`src/inc/fpx_pkg.sv`:
```
// constants, opcodes and response codes for the fpu exception unit
package fpx_pkg;
   // control word layout
   localparam int MASK_LSB = 0;
   localparam int NUM_EXC = 6;
   localparam int PREC_LSB = 8;
   localparam int RND_LSB = 10;
   localparam int INF_BIT = 12;
   localparam logic [15:0] CW_RESET = 16'h037f;
   localparam logic [15:0] CW_WMASK = 16'h1f3f;
   // status word layout
   localparam int SF_BIT = 6;
   localparam int ES_BIT = 7;
   localparam int C0_BIT = 8;
   localparam int C1_BIT = 9;
   localparam int C2_BIT = 10;
   localparam int TOP_LSB = 11;
   localparam int C3_BIT = 14;
   localparam int BUSY_BIT = 15;
   localparam logic [2:0] TOP_RESET = 3'h0;
   localparam logic [15:0] TAG_RESET = 16'hffff;
   localparam logic [1:0] TAG_EMPTY = 2'h3;
   // exception index, also precedence order (0 first)
   localparam int EX_INV = 0;
   localparam int EX_DEN = 1;
   localparam int EX_ZDV = 2;
   localparam int EX_OVF = 3;
   localparam int EX_UNF = 4;
   localparam int EX_PRE = 5;
   // execution time of a numeric instruction
   localparam int EXEC_NS = 16;
   localparam int CLK_PS = 4000;
   localparam int EXEC_CYC = (EXEC_NS * 1000) / CLK_PS;
   localparam int EXP_W = 15;
   localparam int SIG_W = 64;

   typedef enum logic [4:0] {
      FPX_NOP, FPX_INIT, FPX_INIT_NW, FPX_ENI, FPX_ENI_NW, FPX_DISI,
      FPX_DISI_NW, FPX_ARITH, FPX_DIV, FPX_LDCONST, FPX_LOAD, FPX_PREM,
      FPX_SCALE, FPX_PATAN, FPX_TWO_POW_MINUS_ONE_INSTR, FPX_PTAN, FPX_WRCW, FPX_WRTAG
   } fpx_op_t;

   typedef enum logic [2:0] {
      RSP_NONE, RSP_QNAN, RSP_INT_INDEF, RSP_BCD_INDEF, RSP_INF,
      RSP_BIG_OR_INF, RSP_DENORM_ZERO, RSP_NORMALIZE
   } fpx_rsp_t;

   typedef enum logic [1:0] {
      DST_FLOAT, DST_INT, DST_BCD
   } fpx_dst_t;
endpackage : fpx_pkg

```
`src/hdl/fpx_exc_unit.sv`:
```
// exception detection and init state of the floating-point coprocessor
module fpx_exc_unit (
   // clock and reset
   input wire logic ref_clk,
   input wire logic rst_n,
   // instruction issue from the host port
   input wire logic issueValid,
   input wire fpx_pkg::fpx_op_t issueOp,
   input wire logic [15:0] writeData,
   input wire fpx_pkg::fpx_dst_t destKind,
   // operands from the datapath
   input wire logic [fpx_pkg::EXP_W-1:0] expA,
   input wire logic [fpx_pkg::SIG_W-1:0] sigA,
   input wire logic [fpx_pkg::EXP_W-1:0] expB,
   input wire logic [fpx_pkg::SIG_W-1:0] sigB,
   input wire logic useB,
   // result conditions from the datapath
   input wire logic indeterminate,
   input wire logic stackFault,
   input wire logic outOfRange,
   input wire logic resultHuge,
   input wire logic resultTiny,
   input wire logic denormLoss,
   input wire logic resultInexact,
   input wire logic premIncomplete,
   input wire logic [3:0] condIn,
   input wire logic [15:0] actualTag,
   // control and state outputs
   output logic [15:0] controlWord,
   output logic [15:0] statusWord,
   output logic [15:0] tagWord,
   output logic [1:0] precisionField,
   output logic [1:0] roundingField,
   output logic roundApply,
   output logic affineMode,
   output fpx_pkg::fpx_rsp_t defaultRsp,
   // handshake toward the host
   output logic busy,
   output logic error_n,
   output logic errorChecked
);
   import fpx_pkg::*;

   logic rstSync1_q;
   logic rstSync_n;
   logic [15:0] cw_q;
   logic [NUM_EXC-1:0] excFlags_q;
   logic stkFault_q;
   logic errSum_q;
   logic [3:0] cc_q;
   logic [2:0] top_q;
   logic [15:0] tag_q;
   logic [15:0] tagNext;
   logic [7:0] busyCnt_q;
   fpx_rsp_t rsp_q;
   logic [1:0] snanV, badV, denV, zeroV, infV;
   logic isInit, isLegacy, isNumeric, isPush, widenOp;
   logic [NUM_EXC-1:0] raised;
   logic [NUM_EXC-1:0] flagsNow;
   logic unmaskedNow;
   fpx_rsp_t rspNow;
   logic [EXP_W-1:0] expSel [2];
   logic [SIG_W-1:0] sigSel [2];

   function automatic logic op_is_init(input fpx_op_t op);
      return op == FPX_INIT || op == FPX_INIT_NW;
   endfunction : op_is_init

   function automatic logic op_is_legacy(input fpx_op_t op);
      return op inside {FPX_ENI, FPX_ENI_NW, FPX_DISI, FPX_DISI_NW};
   endfunction : op_is_legacy

   // reset leaves through two flops so release is clean on ref_clk
   always_ff @(posedge ref_clk or negedge rst_n) begin
      if (!rst_n) begin
         rstSync1_q <= 1'b0;
         rstSync_n <= 1'b0;
      end else begin
         rstSync1_q <= 1'b1;
         rstSync_n <= rstSync1_q;
      end
   end

   // instruction decode; the host keeps issues apart by watching busy
   always_comb begin
      isInit = issueValid && op_is_init(issueOp);
      isLegacy = issueValid && op_is_legacy(issueOp);
      isNumeric = issueValid && (issueOp inside {FPX_ARITH, FPX_DIV,
         FPX_LDCONST, FPX_LOAD, FPX_PREM, FPX_SCALE, FPX_PATAN,
         FPX_TWO_POW_MINUS_ONE_INSTR, FPX_PTAN});
      isPush = issueValid && (issueOp inside {FPX_LDCONST, FPX_LOAD});
      widenOp = issueOp inside {FPX_SCALE, FPX_PATAN, FPX_TWO_POW_MINUS_ONE_INSTR,
         FPX_PTAN};
   end

   assign expSel[0] = expA;
   assign expSel[1] = expB;
   assign sigSel[0] = sigA;
   assign sigSel[1] = sigB;

   // one classifier per operand
   for (genvar g = 0; g < 2; g++) begin : gClass
      fpx_opclass uClass (
         .expo(expSel[g]),
         .sig(sigSel[g]),
         .isSnan(snanV[g]),
         .isBadFmt(badV[g]),
         .isDenorm(denV[g]),
         .isZero(zeroV[g]),
         .isInf(infV[g])
      );
   end

   // raw exception conditions of the instruction being issued
   always_comb begin
      raised = '0;
      raised[EX_INV] = (snanV[0] || (useB && snanV[1]) || badV[0]
         || (useB && badV[1]) || indeterminate || stackFault
         || (outOfRange && !widenOp));
      raised[EX_DEN] = denV[0] || (useB && denV[1]);
      raised[EX_ZDV] = issueOp == FPX_DIV && zeroV[1] && !zeroV[0]
         && !infV[0];
      raised[EX_OVF] = resultHuge;
      // masked underflow counts only when denormalizing loses bits
      raised[EX_UNF] = resultTiny
         && (!cw_q[MASK_LSB+EX_UNF] || denormLoss);
      raised[EX_PRE] = resultInexact;
      if (!isNumeric) begin
         raised = '0;
      end
   end

   fpx_prio uPrio (
      .raised(raised),
      .mask(cw_q[MASK_LSB +: NUM_EXC]),
      .dst(destKind),
      .flags(flagsNow),
      .unmasked(unmaskedNow),
      .rsp(rspNow)
   );

   // control word: written by software, reloaded by reset and init
   always_ff @(posedge ref_clk or negedge rstSync_n) begin
      if (!rstSync_n) begin
         cw_q <= CW_RESET;
      end else if (isInit) begin
         cw_q <= CW_RESET;
      end else if (issueValid && issueOp == FPX_WRCW) begin
         cw_q <= writeData & CW_WMASK;
      end
   end

   // sticky flags; stack fault rides along with invalid
   always_ff @(posedge ref_clk or negedge rstSync_n) begin
      if (!rstSync_n) begin
         excFlags_q <= '0;
         stkFault_q <= 1'b0;
         errSum_q <= 1'b0;
      end else if (isInit) begin
         excFlags_q <= '0;
         stkFault_q <= 1'b0;
         errSum_q <= 1'b0;
      end else if (isNumeric) begin
         excFlags_q <= excFlags_q | flagsNow;
         stkFault_q <= stkFault_q | (flagsNow[EX_INV] && stackFault);
         errSum_q <= errSum_q | unmaskedNow;
      end
   end

   // condition codes follow the datapath at issue
   always_ff @(posedge ref_clk or negedge rstSync_n) begin
      if (!rstSync_n) begin
         cc_q <= '0;
      end else if (isInit) begin
         cc_q <= '0;
      end else if (issueValid && issueOp == FPX_PREM && premIncomplete) begin
         cc_q <= '0;
      end else if (isNumeric) begin
         cc_q <= condIn;
      end
   end

   // stack top moves down on each push without a stack fault, wrapping 0 to 7
   always_ff @(posedge ref_clk or negedge rstSync_n) begin
      if (!rstSync_n) begin
         top_q <= TOP_RESET;
      end else if (isInit) begin
         top_q <= TOP_RESET;
      end else if (isPush && !stackFault) begin
         top_q <= top_q - 3'h1;
      end
   end

   // only the empty code may be forced; others must match contents
   always_comb begin
      for (int i = 0; i < 8; i++) begin
         if (writeData[2*i +: 2] == TAG_EMPTY
               || writeData[2*i +: 2] == actualTag[2*i +: 2]) begin
            tagNext[2*i +: 2] = writeData[2*i +: 2];
         end else begin
            tagNext[2*i +: 2] = tag_q[2*i +: 2];
         end
      end
   end

   always_ff @(posedge ref_clk or negedge rstSync_n) begin
      if (!rstSync_n) begin
         tag_q <= TAG_RESET;
      end else if (isInit) begin
         tag_q <= TAG_RESET;
      end else if (issueValid && issueOp == FPX_WRTAG) begin
         tag_q <= tagNext;
      end else if (isNumeric) begin
         tag_q <= actualTag;
      end
   end

   // busy spans the execution time of a numeric instruction
   always_ff @(posedge ref_clk or negedge rstSync_n) begin
      if (!rstSync_n) begin
         busyCnt_q <= '0;
      end else if (isInit) begin
         busyCnt_q <= '0;
      end else if (isNumeric) begin
         busyCnt_q <= 8'(EXEC_CYC);
      end else if (busyCnt_q != '0) begin
         busyCnt_q <= busyCnt_q - 8'h01;
      end
   end

   // masked default response held for the datapath
   always_ff @(posedge ref_clk or negedge rstSync_n) begin
      if (!rstSync_n) begin
         rsp_q <= RSP_NONE;
      end else if (isNumeric || isInit) begin
         rsp_q <= isInit ? RSP_NONE : rspNow;
      end
   end

   // error is checked by the plain no-op but never by legacy no-ops
   always_ff @(posedge ref_clk or negedge rstSync_n) begin
      if (!rstSync_n) begin
         errorChecked <= 1'b0;
      end else begin
         errorChecked <= issueValid && issueOp == FPX_NOP;
      end
   end

   // output views of state
   always_comb begin
      statusWord = '0;
      statusWord[MASK_LSB +: NUM_EXC] = excFlags_q;
      statusWord[SF_BIT] = stkFault_q;
      statusWord[ES_BIT] = errSum_q;
      statusWord[C0_BIT] = cc_q[0];
      statusWord[C1_BIT] = cc_q[1];
      statusWord[C2_BIT] = cc_q[2];
      statusWord[C3_BIT] = cc_q[3];
      statusWord[TOP_LSB +: 3] = top_q;
      statusWord[BUSY_BIT] = busyCnt_q != '0;
   end

   assign controlWord = cw_q;
   assign tagWord = tag_q;
   assign precisionField = cw_q[PREC_LSB +: 2];
   assign roundingField = cw_q[RND_LSB +: 2];
   // constant loads round like any rounding instruction
   assign roundApply = isNumeric && issueOp != FPX_PREM;
   // bit 12 is storage only; closure is always affine
   assign affineMode = 1'b1;
   assign defaultRsp = rsp_q;
   assign busy = busyCnt_q != '0;
   assign error_n = !errSum_q;
endmodule : fpx_exc_unit

```
`src/hdl/fpx_opclass.sv`:
```
// classifies one extended-format operand for exception detection
module fpx_opclass (
   // operand fields
   input wire logic [fpx_pkg::EXP_W-1:0] expo,
   input wire logic [fpx_pkg::SIG_W-1:0] sig,
   // classification
   output logic isSnan,
   output logic isBadFmt,
   output logic isDenorm,
   output logic isZero,
   output logic isInf
);
   import fpx_pkg::*;

   logic expMax;
   logic expMin;
   logic intBit;
   logic fracNz;

   // the explicit integer bit must agree with the exponent class
   always_comb begin
      expMax = &expo;
      expMin = ~|expo;
      intBit = sig[SIG_W-1];
      fracNz = |sig[SIG_W-2:0];
      isZero = expMin && !intBit && !fracNz;
      isDenorm = expMin && !intBit && fracNz;
      isInf = expMax && intBit && !fracNz;
      isSnan = expMax && intBit && !sig[SIG_W-2] && fracNz;
      // pseudo-nan, pseudo-infinity, unnormal, pseudozero and pseudo-denormal forms
      isBadFmt = (expMax && !intBit) || (!expMin && !expMax && !intBit)
         || (expMin && intBit);
   end
endmodule : fpx_opclass

```
`src/hdl/fpx_prio.sv`:
```
// orders raised exceptions and picks the masked default response
module fpx_prio (
   // raw exceptions and masks
   input wire logic [fpx_pkg::NUM_EXC-1:0] raised,
   input wire logic [fpx_pkg::NUM_EXC-1:0] mask,
   input wire fpx_pkg::fpx_dst_t dst,
   // outcome
   output logic [fpx_pkg::NUM_EXC-1:0] flags,
   output logic unmasked,
   output fpx_pkg::fpx_rsp_t rsp
);
   import fpx_pkg::*;

   logic stop;

   // walk in precedence order; an unmasked one, invalid or zero-divide
   // ends the instruction so nothing later is reported
   always_comb begin
      flags = '0;
      unmasked = 1'b0;
      rsp = RSP_NONE;
      stop = 1'b0;
      for (int i = 0; i < NUM_EXC; i++) begin
         if (raised[i] && !stop) begin
            flags[i] = 1'b1;
            if (!mask[i]) begin
               unmasked = 1'b1;
               stop = 1'b1;
            end
            if (i == EX_INV || i == EX_ZDV) begin
               stop = 1'b1;
            end
            if (mask[i] && rsp == RSP_NONE) begin
               unique case (i)
                  EX_INV: rsp = (dst == DST_INT) ? RSP_INT_INDEF :
                     (dst == DST_BCD) ? RSP_BCD_INDEF : RSP_QNAN;
                  EX_DEN: rsp = RSP_NORMALIZE;
                  EX_ZDV: rsp = RSP_INF;
                  EX_OVF: rsp = RSP_BIG_OR_INF;
                  EX_UNF: rsp = RSP_DENORM_ZERO;
                  default: rsp = RSP_NONE;
               endcase
            end
         end
      end
   end
endmodule : fpx_prio

```
`config.mk`:
```
export PLATFORM = sky130hd
export DESIGN_NAME = fpx_exc_unit
export DESIGN_NICKNAME = d
export VERILOG_FILES = /design/src/inc/fpx_pkg.sv /design/src/hdl/fpx_exc_unit.sv /design/src/hdl/fpx_opclass.sv /design/src/hdl/fpx_prio.sv
export SDC_FILE = /design/constraint.sdc
export NUM_CORES = 1
export LEC_CHECK = 0
export BUFFER_PORTS_ARGS = -buffer_cell sky130_fd_sc_hd__clkbuf_2
export CAP_MARGIN = 15
export CORE_AREA = 2 2 107 109
export CTS_BUF_LIST = sky130_fd_sc_hd__clkbuf_16
export DETAILED_ROUTE_END_ITERATION = 6
export DIE_AREA = 0 0 109 111
export PLACE_DENSITY = 0.66
export SYNTH_ARGS = -nofsm -noshare
export SYNTH_HDL_FRONTEND = slang
export SYNTH_SLANG_ARGS = --single-unit
```
`constraint.sdc`:
```
create_clock -name ref_clk -period 2.3 [get_ports ref_clk]
set_input_delay 0.115 -clock ref_clk [delete_from_list [all_inputs] [get_ports ref_clk]]
set_output_delay 0.115 -clock ref_clk [all_outputs]
set_load 0.05 [all_outputs]
```
==> results.md <==
* Status: finished clean
* Buffer count from post-CTS setup fixing at 0
* Avg Cell Area, Syn at 8.56 sq um
* CTS max path bufs at 2
* Fin cells at 868
* Slew HR at 52.2%
* Starting DRT DRC Count at 232
* Worst Slack Setup Final at 0.00476 ns
* Core Box Area at 11100 sq um
* Vias in the first global route at 4521
* H-tree depth at 3
* Crit end category: flip-flop
* Height of the die at 111 um
* Setup WS pre-CTS at -0.628 ns
* Register area share after synthesis at 39.9%
* Worst r2r path cells at 10
* Final Hold Viols at 0
* Final design utilization at 52.2%
* #FFs+latches synth at 57
* Leakage power at 3.01 nW
* WHS Path Cells at 2
* DP HPWL at 12300 um
* Initial antenna violation count at 1
* Starting Density at 33.0%
* Clock Skew at 0.00800 ns
* WL met2 at 7510 um
* First-pass GRT wire length at 23300 um
* Post-route ant nets at 0
* Largest area contributor in the netlist: dfrtp_1
* Post-synth cell types at 54
* Power Density at 849 nW/um^2
* Vias per cell at 5.19
* Die Area at 12100 sq um
* Cells after DPL at 849
* Post-Synthesis Cells at 427
* Width of the die at 109 um
* FF-to-FF setup slack at 0.19 ns
* HP Class: in -> reg
* EDFF count, synth at 0
* Synth top area cells: dfrtp_1 22%, dfstp_2 18%, nor4_1 6.2%, mux2i_1 5.2%, nand2_1 4.4%
* Top sig layer: met4
* CP arrival at 2.49 ns
* R2R Path End: busyCnt_q[5]
* Routed wl met3 at 1250 um
* CTS clk-pin slew, worst paths at 0.06 ns
* Reg-to-reg startpoint: busyCnt_q[0]
* CTS Buf Count at 9
* # IOs at 273
* Worst-Skew Late Latency at 0.32 ns
* Ys async rst share at 100%
* Post-Route M1 WL at 6130 um
* WP data required at 2.49 ns
* Grt ovf at 0
* Top_reg_cell synth: dfrtp_1
* Final count of pins violating max slew at 0
* Largest net degree at the start of global routing at 31
* Sink Count at 57
* Worst Hold Launch: condIn[2]
* Nets at 935
* Max cap viols at 0
* Peak VDD IR at 0.618 mV
* DR vias at 4501
* RSZ-0062 raised after global routing: true
* 1st-pass router iterations at 4
* Setup violators final at 0
* Clock root buffer: clkbuf_16
* DRT Wirelength at 15200 um
* Slew @ Worst Pin at 0.717 ns
* Area Growth Syn to Fin at 58.2%
* Post-synth top area share at 21.9%
* Tot Pwr at 4.91 mW
* Worst Hold End: cc_q[2]
* Wire per inst at 17.5 um
* GP Congestion at 0.962
* Synthesis Warnings at 0
* CP Class: in -> reg
* Gr usage total at 25.1%
* Final period util at 99.8%
* Post-Syn Area at 3650 sq um
* Site row count at 39
* Critical Path Fanout Max at 7
* CTS tree: built
* Port buffer count at 267
* Critical Path Start Type: input port
* FMAX at 0.436 GHz
* Share of cells above drive strength 1 at 50.7%
* Final min period at 2.30 ns
* # DRC at 0
cells in the final DEF (no fill, tap or decap), types with 10 or more instances in the layout:
cell and count:
clkbuf_2 267, nand2_1 43, nor2_1 41, buf_4 33, dfrtp_1 31, a21oi_1 27, nor4_1 27, inv_1 26
dfstp_2 25, mux2i_1 19, a31oi_1 17, nand4_1 16, o21ai_0 10, nor3_1 10, nand3_1 10
area by class of cell:
type	instances	area, sq um
well taps	143	179
multi-input cells	322	2080
clock inverters	7	125
clock buffers	9	225
inverters	27	101
fillers	1057	5300
repair buffers	302	1600
diodes	1	2.50
flip-flops and latches	57	1460
cell families after synthesis:
logic type                 Yosys count  synth area share [%]
AOI/OAI and AO/OA                   90                  16.3
xor gates and xnor gates             8                  1.92
adders and majority gates            3                  1.03
buffers and inverters               52                  6.78
DFF                                 57                  39.9
muxes                               19                  5.21
other                                2                 0.206
and+or+nand+nor                    196                  28.7
where the power goes:
| group | switching [mW] | internal, mW |
|---|---|---|
| logic | 1.23 | 0.569 |
| clock network | 0.501 | 1.07 |
| registers | 0.227 | 1.31 |
metrics by stage:
step	hold WS (ns)	area, sq um	TNS, ns
after detailed placement	-0.0954	5340	-4.49
after floorplan	-0.181	3710	-0.00646
after global routing	0.0235	5780	-0.0917
after CTS	0.0109	5740	0
final	0.0174	5780	0
after global placement	-0.0973	5340	-3.82
sequential cells by signal, summed over array words and instances (netlist names), 3 cells and up:
| signal | flops |
|---|---|
| excFlags_q | 6 |
| defaultRsp | 3 |
| cc_q | 4 |
| tagWord | 16 |
| top_q | 3 |
| controlWord | 12 |
| busyCnt_q | 8 |
cells in the mapped netlist (all sizes together), types with 5 or more instances:
library cell	count
a31oi	17
nand2	43
dfstp	25
nor4	40
buf	15
xnor2	7
nor2	41
mux2i	19
nand3	10
nand4	16
o21a	5
clkbuf	10
a21oi	27
o21ai	12
inv	27
nand2b	5
or4	6
dfrtp	32
o22ai	8
nor3	12
routing by layer:
layer | global-route usage (%) | up-vias
met3 | 6.23 | 24
met5 | 0 | -
met2 | 42.9 | 210
met1 | 30.8 | 2104
li1 | - | 2163
met4 | 7.52 | 0
worst max-delay path: stages:
cell and delay (ns):
clkbuf_2 0.10, nor4_4 0.26, nand4_1 0.17, or4_4 0.61
and3_4 0.17, a311o_2 0.40, o31ai_4 0.22, nor3_1 0.08
or3_1 0.37
what timing repair did:
| item | CTS | global route |
|---|---|---|
| gates resized for setup | 6 | 4 |
| pin swaps | 0 | 3 |
| setup endpoints to repair | 9 | 6 |
| hold buffers | 2 | 0 |
| endpoints found under the hold margin | 3 | 0 |
worst max-delay path by stage:
stage,endpoint,from
finish,errSum_q,sigB[13]
global route,errSum_q,sigB[51]
CTS,errSum_q,sigB[13]
detailed placement,errSum_q,sigA[7]
global placement,errSum_q,sigA[7]
floorplan,excFlags_q[2],sigB[13]
Note: power is estimated with default switching activity, not from simulation.
